==> src/verilog/rio_pkg.sv <==
// Package: register map, field positions, reset values and timing constants of the interrupt output block
package rio_pkg;
	// Register offsets
	localparam logic [3:0] INTERRUPT_CONTROL_OFS = 4'hE;
	localparam logic [3:0] INTERRUPT_FLAGS_OFS   = 4'hF;
	// Control register fields
	localparam int FIRST_ALARM_ENABLE_BIT  = 7;
	localparam int SECOND_ALARM_ENABLE_BIT = 6;
	localparam int ROUTE_SELECT_HI_BIT     = 5;
	localparam int ROUTE_SELECT_LO_BIT     = 4;
	localparam int CYCLE_SEL_LSB           = 0;
	// Flag register fields
	localparam int CLK32_DISABLE_N_BIT     = 3;
	localparam int PERIODIC_IRQ_FLAG_BIT   = 2;
	localparam int FIRST_ALARM_FLAG_BIT    = 1;
	localparam int SECOND_ALARM_FLAG_BIT   = 0;
	// Values after reset
	localparam logic [7:0] CONTROL_RESET = 8'h00;
	localparam logic [7:0] FLAGS_RESET   = 8'h00;
	// Pulse mode falling edge lag after second count-up, and its cycle count
	localparam int PULSE_LAG_NS     = 92_000;
	localparam int CLK_PERIOD_NS    = 10;
	localparam int PULSE_LAG_CYCLES = (PULSE_LAG_NS + CLK_PERIOD_NS - 1) / CLK_PERIOD_NS;

	typedef enum logic [2:0] {
		RIO_CYC_OFF    = 3'h0,
		RIO_CYC_LOW    = 3'h1,
		RIO_CYC_2HZ    = 3'h2,
		RIO_CYC_1HZ    = 3'h3,
		RIO_CYC_SEC    = 3'h4,
		RIO_CYC_MIN    = 3'h5,
		RIO_CYC_HOUR   = 3'h6,
		RIO_CYC_MONTH  = 3'h7
	} rio_cycle_e;

	// Calendar fields an alarm looks at
	typedef struct packed {
		logic [2:0] dow;
		logic [5:0] hour;
		logic [6:0] minute;
	} rio_alarm_time_s;

	// Timebase ticks from the counter chain
	typedef struct packed {
		logic sec_inc;
		logic half_sec;
		logic quarter_sec;
		logic min_zero;
		logic hour_zero;
		logic month_start;
	} rio_tick_s;

	typedef enum logic [1:0] {
		RIO_PW_IDLE = 2'b00,
		RIO_PW_WAIT = 2'b01,
		RIO_PW_LOW  = 2'b11
	} rio_pulse_e;
endpackage

==> src/verilog/rio_alarm_cmp.sv <==
// Alarm comparator: one flag per alarm unit, set on calendar match while enabled
`timescale 1ns/1ns
module rio_alarm_cmp (
	// Clock and reset
	input  wire logic                     i_clk_sys,
	input  wire logic                     i_rst,
	// Control
	input  wire logic                     i_enable,
	input  wire logic                     i_flag_wr,
	input  wire logic                     i_flag_wdata,
	// Times
	input  wire rio_pkg::rio_alarm_time_s i_alarm,
	input  wire rio_pkg::rio_alarm_time_s i_now,
	// Result
	output logic                          o_flag
);
	wire match_now;
	logic match_r;
	logic flag_nxt;

	assign match_now = (i_alarm == i_now);
	// Only the first cycle of a coincidence sets the flag, so a host clear holds for the rest of that minute
	wire rise = match_now & ~match_r;

	always_comb begin
		flag_nxt = o_flag;
		if (i_flag_wr)
			flag_nxt = i_flag_wdata;
		if (~i_enable)
			flag_nxt = 1'b0;
		else if (rise)
			flag_nxt = 1'b1;
	end

	always_ff @(posedge i_clk_sys) begin
		if (i_rst) begin
			o_flag  <= 1'b0;
			match_r <= 1'b0;
		end else begin
			o_flag  <= flag_nxt;
			match_r <= match_now;
		end
	end
endmodule

==> src/verilog/rio_irq_out.sv <==
// Interrupt and clock output logic: alarms, periodic generator, routing, crystal clock gate
//
// Functional notes
// - Enabled alarm pulls its pin low when alarm time equals calendar.
// - Alarm match covers day-of-week, hour and minute for both alarms.
// - Alarm flag is inverse of its pin drive; flag or enable writes steer it.
// - First alarm flag at flags bit 1, enable at control bit 7.
// - Second alarm flag at flags bit 0, enable at control bit 6.
// - A pin is low when any source routed to it is active.
// - Oscillator halt clears alarm enables and cycle field; pin one released, pin two carries the crystal clock.
// - Cycle 000 off, 001 held low, 010 2 Hz, 011 1 Hz pulses.
// - Level codes fire each second, minute, hour, or month start.
// - Level mode falling edge lines up with the seconds increment.
// - Pulse durations follow the crystal timebase ticks supplied.
// - Trimming may shift periodic timing; it arrives through the ticks.
// - Pulse mode falling edge lags the seconds increment by about 92 us.
// - Two-pin variant: second pin carries crystal clock unless disable bit set.
// - Single-pin variant: dedicated clock pin gated by disable bit.
// - Clock output passes raw oscillator clock, untouched by trimming.
// - After oscillator halt the crystal clock is output by default.
// - Route field moves second alarm and/or periodic interrupt to pin two.
// - Level mode flag and low output persist until host writes zero.
`timescale 1ns/1ns
module rio_irq_out #(
	parameter bit TWO_PIN       = 1'b1,
	parameter int LAG_CYCLES    = rio_pkg::PULSE_LAG_CYCLES
) (
	// Clock and reset
	input  wire logic                     i_clk_sys,
	input  wire logic                     i_rst,
	// Oscillator halt condition and raw crystal clock level
	input  wire logic                     i_osc_halt_flag,
	input  wire logic                     i_crystal_clk,
	// Register port
	input  wire logic [3:0]               i_reg_addr,
	input  wire logic                     i_reg_wr,
	input  wire logic [7:0]               i_reg_wdata,
	output logic [7:0]                    o_reg_rdata,
	// Calendar and alarm times
	input  wire rio_pkg::rio_alarm_time_s i_now,
	input  wire rio_pkg::rio_alarm_time_s i_alarm_first,
	input  wire rio_pkg::rio_alarm_time_s i_alarm_second,
	input  wire rio_pkg::rio_tick_s       i_tick,
	// Open-drain pins, enable high while driving low
	output logic                          o_irq_pin_first_oe,
	output logic                          o_irq_pin_second_oe,
	output logic                          o_irq_pin_first_out,
	output logic                          o_irq_pin_second_out,
	output logic                          o_crystal_clock_out_oe,
	output logic                          o_crystal_clock_out_out
);
	localparam int LAG_W = $clog2(LAG_CYCLES + 1);

	logic [7:0] control_r;
	logic       clk32_disable_n_r;
	logic       periodic_flag_r;
	logic       half_phase_r;
	logic       level_flag_r;
	rio_pkg::rio_pulse_e pw_state_r;
	logic [LAG_W-1:0]    lag_cnt_r;
	logic       first_flag;
	logic       second_flag;

	// Register decode
	wire wr_ctrl  = i_reg_wr && (i_reg_addr == rio_pkg::INTERRUPT_CONTROL_OFS);
	wire wr_flags = i_reg_wr && (i_reg_addr == rio_pkg::INTERRUPT_FLAGS_OFS);
	wire clear_all = i_rst | i_osc_halt_flag;

	wire first_en  = control_r[rio_pkg::FIRST_ALARM_ENABLE_BIT];
	wire second_en = control_r[rio_pkg::SECOND_ALARM_ENABLE_BIT];
	wire [1:0] route = {control_r[rio_pkg::ROUTE_SELECT_HI_BIT], control_r[rio_pkg::ROUTE_SELECT_LO_BIT]};
	rio_pkg::rio_cycle_e cycle;
	assign cycle = rio_pkg::rio_cycle_e'(control_r[rio_pkg::CYCLE_SEL_LSB +: 3]);
	wire level_mode = cycle[2];
	wire pulse_mode = (cycle == rio_pkg::RIO_CYC_2HZ) || (cycle == rio_pkg::RIO_CYC_1HZ);

	// Level mode trigger, taken in the cycle of the seconds increment
	logic level_hit;
	always_comb begin
		level_hit = 1'b0;
		unique case (cycle)
			rio_pkg::RIO_CYC_SEC:   level_hit = i_tick.sec_inc;
			rio_pkg::RIO_CYC_MIN:   level_hit = i_tick.sec_inc & i_tick.min_zero;
			rio_pkg::RIO_CYC_HOUR:  level_hit = i_tick.sec_inc & i_tick.hour_zero;
			rio_pkg::RIO_CYC_MONTH: level_hit = i_tick.sec_inc & i_tick.month_start;
			rio_pkg::RIO_CYC_OFF, rio_pkg::RIO_CYC_LOW,
			rio_pkg::RIO_CYC_2HZ, rio_pkg::RIO_CYC_1HZ: level_hit = 1'b0;
		endcase
	end

	// Level flag: set wins over a host clear in the same cycle
	wire level_flag_nxt = level_mode & (level_hit |
		(level_flag_r & ~(wr_flags & ~i_reg_wdata[rio_pkg::PERIODIC_IRQ_FLAG_BIT])));

	// Pulse mode: the low phase starts a fixed lag after each period tick and ends half a period later
	wire pulse_start = (cycle == rio_pkg::RIO_CYC_2HZ) ? (i_tick.sec_inc | i_tick.half_sec) : i_tick.sec_inc;
	wire lag_done    = (lag_cnt_r == LAG_W'(LAG_CYCLES - 1));
	// 2 Hz ends on the quarter ticks, 1 Hz on the half second; both periods stay at half duty
	wire pulse_end   = (cycle == rio_pkg::RIO_CYC_2HZ) ? i_tick.quarter_sec : i_tick.half_sec;

	always_ff @(posedge i_clk_sys) begin
		if (clear_all || !pulse_mode) begin
			pw_state_r <= rio_pkg::RIO_PW_IDLE;
			lag_cnt_r  <= '0;
		end else begin
			unique case (pw_state_r)
				rio_pkg::RIO_PW_IDLE: if (pulse_start) begin
					pw_state_r <= rio_pkg::RIO_PW_WAIT;
					lag_cnt_r  <= '0;
				end
				rio_pkg::RIO_PW_WAIT: if (lag_done) begin
					pw_state_r <= rio_pkg::RIO_PW_LOW;
				end else begin
					lag_cnt_r <= lag_cnt_r + LAG_W'(1);
				end
				rio_pkg::RIO_PW_LOW: if (pulse_end) begin
					pw_state_r <= rio_pkg::RIO_PW_IDLE;
				end
				default: pw_state_r <= rio_pkg::RIO_PW_IDLE;
			endcase
		end
	end

	wire pulse_low = (pw_state_r == rio_pkg::RIO_PW_LOW);
	wire periodic_active = (cycle == rio_pkg::RIO_CYC_LOW) | pulse_low | level_flag_r;

	// Alarm units
	rio_alarm_cmp u_alarm_first (
		.i_clk_sys    (i_clk_sys),
		.i_rst        (clear_all),
		.i_enable     (first_en),
		.i_flag_wr    (wr_flags),
		.i_flag_wdata (i_reg_wdata[rio_pkg::FIRST_ALARM_FLAG_BIT]),
		.i_alarm      (i_alarm_first),
		.i_now        (i_now),
		.o_flag       (first_flag)
	);

	rio_alarm_cmp u_alarm_second (
		.i_clk_sys    (i_clk_sys),
		.i_rst        (clear_all),
		.i_enable     (second_en),
		.i_flag_wr    (wr_flags),
		.i_flag_wdata (i_reg_wdata[rio_pkg::SECOND_ALARM_FLAG_BIT]),
		.i_alarm      (i_alarm_second),
		.i_now        (i_now),
		.o_flag       (second_flag)
	);

	// Routing: on the single-pin variant everything stays on pin one
	wire second_on_b   = TWO_PIN & route[0];
	wire periodic_on_b = TWO_PIN & route[1];
	wire pin_a_low = first_flag | (second_flag & ~second_on_b) | (periodic_active & ~periodic_on_b);
	wire pin_b_irq = (second_flag & second_on_b) | (periodic_active & periodic_on_b);
	// Clock passes raw; trimming never reaches it
	wire clk_low   = ~clk32_disable_n_r & ~i_crystal_clk;
	wire pin_b_low = TWO_PIN ? (pin_b_irq | clk_low) : 1'b0;

	// Registers
	always_ff @(posedge i_clk_sys) begin
		if (clear_all) begin
			control_r         <= rio_pkg::CONTROL_RESET;
			clk32_disable_n_r <= 1'b0;
			level_flag_r      <= 1'b0;
		end else begin
			if (wr_ctrl)
				control_r <= i_reg_wdata;
			if (wr_flags)
				clk32_disable_n_r <= i_reg_wdata[rio_pkg::CLK32_DISABLE_N_BIT];
			level_flag_r <= level_flag_nxt;
		end
	end

	always_ff @(posedge i_clk_sys) begin
		if (i_rst) begin
			o_irq_pin_first_oe      <= 1'b0;
			o_irq_pin_second_oe     <= 1'b0;
			o_irq_pin_first_out     <= 1'b0;
			o_irq_pin_second_out    <= 1'b0;
			o_crystal_clock_out_oe  <= 1'b0;
			o_crystal_clock_out_out <= 1'b0;
			o_reg_rdata             <= 8'h00;
			periodic_flag_r         <= 1'b0;
		end else begin
			o_irq_pin_first_oe      <= pin_a_low;
			o_irq_pin_second_oe     <= pin_b_low;
			o_irq_pin_first_out     <= 1'b0;
			o_irq_pin_second_out    <= 1'b0;
			o_crystal_clock_out_oe  <= ~TWO_PIN & clk_low;
			o_crystal_clock_out_out <= 1'b0;
			periodic_flag_r         <= periodic_active;
			if (i_reg_addr == rio_pkg::INTERRUPT_CONTROL_OFS)
				o_reg_rdata <= control_r;
			else if (i_reg_addr == rio_pkg::INTERRUPT_FLAGS_OFS)
				o_reg_rdata <= {4'h0, clk32_disable_n_r, periodic_active, first_flag, second_flag};
			else
				o_reg_rdata <= 8'h00;
		end
	end
endmodule

==> config.mk <==
export PLATFORM = sky130hd
export DESIGN_NAME = rio_irq_out
export DESIGN_NICKNAME = d
export VERILOG_FILES = /design/src/verilog/rio_pkg.sv /design/src/verilog/rio_alarm_cmp.sv /design/src/verilog/rio_irq_out.sv
export SDC_FILE = /design/constraint.sdc
export NUM_CORES = 1
export LEC_CHECK = 0
export ABC_CLOCK_PERIOD_IN_PS = 1900
export BUFFER_PORTS_ARGS = -buffer_cell sky130_fd_sc_hd__buf_4
export CORE_UTILIZATION = 49
export CTS_BUF_LIST = sky130_fd_sc_hd__clkbuf_8 sky130_fd_sc_hd__clkbuf_16
export DETAILED_ROUTE_END_ITERATION = 6
export PLACE_DENSITY = 0.76
export SLEW_MARGIN = 20
export SYNTH_ARGS = -nofsm -noshare
export SYNTH_HDL_FRONTEND = slang
export SYNTH_SLANG_ARGS = --single-unit
==> constraint.sdc <==
create_clock -name i_clk_sys -period 1.9 [get_ports i_clk_sys]
set_input_delay 0.095 -clock i_clk_sys [delete_from_list [all_inputs] [get_ports i_clk_sys]]
set_output_delay 0.095 -clock i_clk_sys [all_outputs]
set_load 0.1 [all_outputs]
==> flow_metrics.env <==
export IMPL_root_buffer="clkbuf_8"
export IMPL_fp_row_count=24
export IMPL_p_comb_share_pct=16.3
export IMPL_cts_buffers=5
export IMPL_tritoncts="built"
export IMPL_setup_viol=0
export IMPL_num_antenna_cells=0
export IMPL_finalPower_mw=1.73
export IMPL_ys_warn_count=0
export IMPL_via_per_inst=5.57
export IMPL_synth_top_area_share_pct=36.3
export IMPL_switching_power_uw=459
export IMPL_worstSetupEndpointType="register"
export IMPL_ios=85
export IMPL_finalHoldViolCount=0
export IMPL_p_seq_share_pct=48.5
export IMPL_clock_sinks=40
export IMPL_p_int_mw=1.28
export IMPL_worstHoldPathType="in2reg"
export IMPL_layout_drive_gt1_share_pct=33.6
export IMPL_whs_endpoint="control_r[7]"
export IMPL_num_vias=2195
export IMPL_crit_required_ns=2.10
export IMPL_synthAdderAreaFrac_pct=0.567
export IMPL_ys_seq_area_share_pct=36.3
export IMPL_cts_resized=0
export IMPL_setup_worst_path_class="reg2reg"
export IMPL_p_leak_nw=1.24
export IMPL_cts_path_max_buffers=2
export IMPL_synth_cell_type_count=49
export IMPL_synth_area_mux_share_pct=6.35
export IMPL_rsz0062_at_grt="no"
export IMPL_synth_simple_area_share_pct=26.2
export IMPL_p_per_area_nw_per_um2=571
export IMPL_clkTransAtPathRegs_ns=0.08
export IMPL_routabilityCongestion=0.798
export IMPL_min_delay_path_depth=3
export IMPL_slew_violations=0
export IMPL_synth_xor_area_share_pct=12.7
export IMPL_worstHoldStart="i_reg_wdata[7]"
export IMPL_grt_max_degree=15
export IMPL_synthArstFlopShare_pct=0
export IMPL_cp_arrival_ns=2.02
export IMPL_area_delta_synth_final_pct=37.7
export IMPL_io_buffer_count=80
export IMPL_synth_flop_cell="dfxtp_1"
export IMPL_die_h_um=69.1
export IMPL_critPathMaxFanout=8
export IMPL_synth_compound_area_share_pct=13.4
export IMPL_avgSynthCellArea_um2=8.90
export IMPL_initial_core_util_pct=50.7
export IMPL_r2r_cells=5
export IMPL_grt_total_usage_pct=22.9
export IMPL_postLayoutCoreUtil_pct=69.8
export IMPL_postSynthCellCount=248
export IMPL_maxCapViolations=0
export IMPL_clock_skew_ns=0.00588
export IMPL_fp_dieW_um=69.1
export IMPL_synth_edf_count=0
export IMPL_setup_tns_ns=0
export IMPL_ys_ff_latch=40
export IMPL_grt_overflow=0
export IMPL_synth_top_family_by_area="simple AND/OR/NAND/NOR gates"
export IMPL_htree_levels=2
export IMPL_fill_cells=359
export IMPL_core_area_um2=4350
export IMPL_drtIter0Drc=136
export IMPL_regArea_um2=801
export IMPL_synth_area_um2=2210
export IMPL_drtAntennaViolNets=0
export IMPL_wire_per_inst_um=13.8
export IMPL_grt_pass1_wl_um=8800
export IMPL_r2r_setup_slack_ns=0.08
export IMPL_yosysTopAreaCell="dfxtp_1"
export IMPL_r2r_start="lag_cnt_r[11]"
export IMPL_vdd_drop_max_uv=286
export IMPL_start_kind="register"
export IMPL_routed_wl_um=5430
export IMPL_drc=0
export IMPL_nets=413
export IMPL_dp_hpwl_um=4270
export IMPL_switching_share_pct=26.4
export IMPL_period_needed_ns=1.82
export IMPL_die_area_um2=4780
export IMPL_firstDrtPassIters=4
export IMPL_period_share_pct=95.8
export IMPL_grt_pass1_vias=2058
export IMPL_clock_fmax_mhz=549
export IMPL_multi_input_area_um2=1320
export IMPL_p_clk_share_pct=35.3
export IMPL_reg2reg_to="lag_cnt_r[8]"
export IMPL_clock_latency_ns=0.30
export IMPL_status="completed"
export IMPL_grt_antenna_before_repair=0
export IMPL_synthTopCellsByArea="dfxtp_1 36%, xor2_1 13%, mux2i_1 6.3%"
## state kept, by name (all words and copies together), names as in the netlist, 2 cells and up
register     count
lag_cnt_r       14
o_reg_rdata      8
control_r        8
pw_state_r       2
## worst max path at each step
stage                             start           end  slack, ns  depth (start not counted)
after floorplan            lag_cnt_r[3]  lag_cnt_r[8]       0.14                          4
after global placement    lag_cnt_r[11]  lag_cnt_r[8]       0.12                          5
after detailed placement  lag_cnt_r[11]  lag_cnt_r[8]       0.09                          5
after CTS                 lag_cnt_r[11]  lag_cnt_r[8]       0.08                          5
after global routing      lag_cnt_r[11]  lag_cnt_r[3]    0.00009                          5
final                     lag_cnt_r[11]  lag_cnt_r[8]       0.08                          5
## synth_stat cells, types with 7 or more instances
cell     number
dfxtp_1      40
xor2_1       32
nor2_1       17
a21oi_1      15
mux2i_1      14
nand2_1      14
nor4_1       12
o21ai_0      10
nand3_1       9
inv_1         7
## critical path, stage by stage, from the launching register on
cell and delay (ns):
dfxtp_1 0.34, or4b_4 0.58, o41ai_4 0.32, buf_4 0.20
nor4_1 0.06, o2111a_1 0.23
## cell usage in the layout (no fill, tap or decap), types with 2 or more instances in the layout
master and instances:
a21oi_1 15, a221oi_1 2, and2_1 2, and3_2 2, buf_4 93, clkbuf_8 6, clkinvlp_4 2, conb_1 4
dfxtp_1 40, inv_1 7, mux2i_1 14, nand2_1 14, nand3_1 9, nand3b_1 6, nand4_1 5, nor2_1 17
nor3_1 5, nor4_1 12, nor4b_1 2, o21a_1 2, o21ai_0 10, o22ai_1 2, o31ai_1 6, or2_2 4
or4_1 5, xor2_1 32
## cell type report
cell class / instances / share of cell area [%]
Multi-Input combinational cell: 192 / 43.5
Clock inverter: 2 / 0.494
Inverter: 7 / 0.864
Tap cell: 52 / 2.14
Clock buffer: 6 / 2.72
Sequential cell: 40 / 26.3
Timing Repair Buffer: 95 / 24.0
## what timing repair did
| item | CTS | global route |
|---|---|---|
| hold buffers | 1 | 0 |
| endpoints found under the hold margin | 2 | 0 |
| setup buffers | 0 | 0 |
## power by group through the flow
| stage | clock (mW) | combinational (mW) | sequential, mW |
|---|---|---|---|
| 3_3_place_gp | 0 | 0.276 | 0.861 |
| 6_report | 0.612 | 0.282 | 0.841 |
| 4_1_cts | 0.620 | 0.282 | 0.841 |
| 5_1_grt | 0.653 | 0.301 | 0.841 |
| 2_1_floorplan | 0 | 0.116 | 0.871 |
| 3_5_place_dp | 0 | 0.280 | 0.861 |
## logic make-up (layout without fill, tap and decap cells)
group / Yosys count / in the layout
AO/OA/AOI/OAI: 44 / 44
XOR/XNOR: 32 / 32
buffers and inverters: 19 / 110
flip-flops: 40 / 40
adder cells (fa/ha/maj): 1 / 1
AND/OR/NAND/NOR: 97 / 97
other: 1 / 4
multiplexers: 14 / 14
## metrics by stage
step | worst slack, ns | area, um^2 | hold WS (ns) | instances
CTS | 0.0793 | 3040 | 0.0259 | 394
finish | 0.0790 | 3040 | 0.0257 | 394
floorplan | 0.143 | 2220 | 0.167 | 251
global route | 0.0000895 | 3040 | 0.0311 | 394
detailed placement | 0.0892 | 2930 | 0.301 | 385
global placement | 0.125 | 2930 | 0.298 | 385
## routing by layer
metal | up-vias | part of all wire (%) | GRT usage [%]
li1 | 1088 | - | -
met1 | 1002 | 42 | 28.4
met2 | 95 | 48 | 37.6
met3 | 10 | 7.4 | 5.41
met4 | 0 | 2.2 | 9.98
met5 | - | 0 | 0
Power figures use the tool's default switching activity.
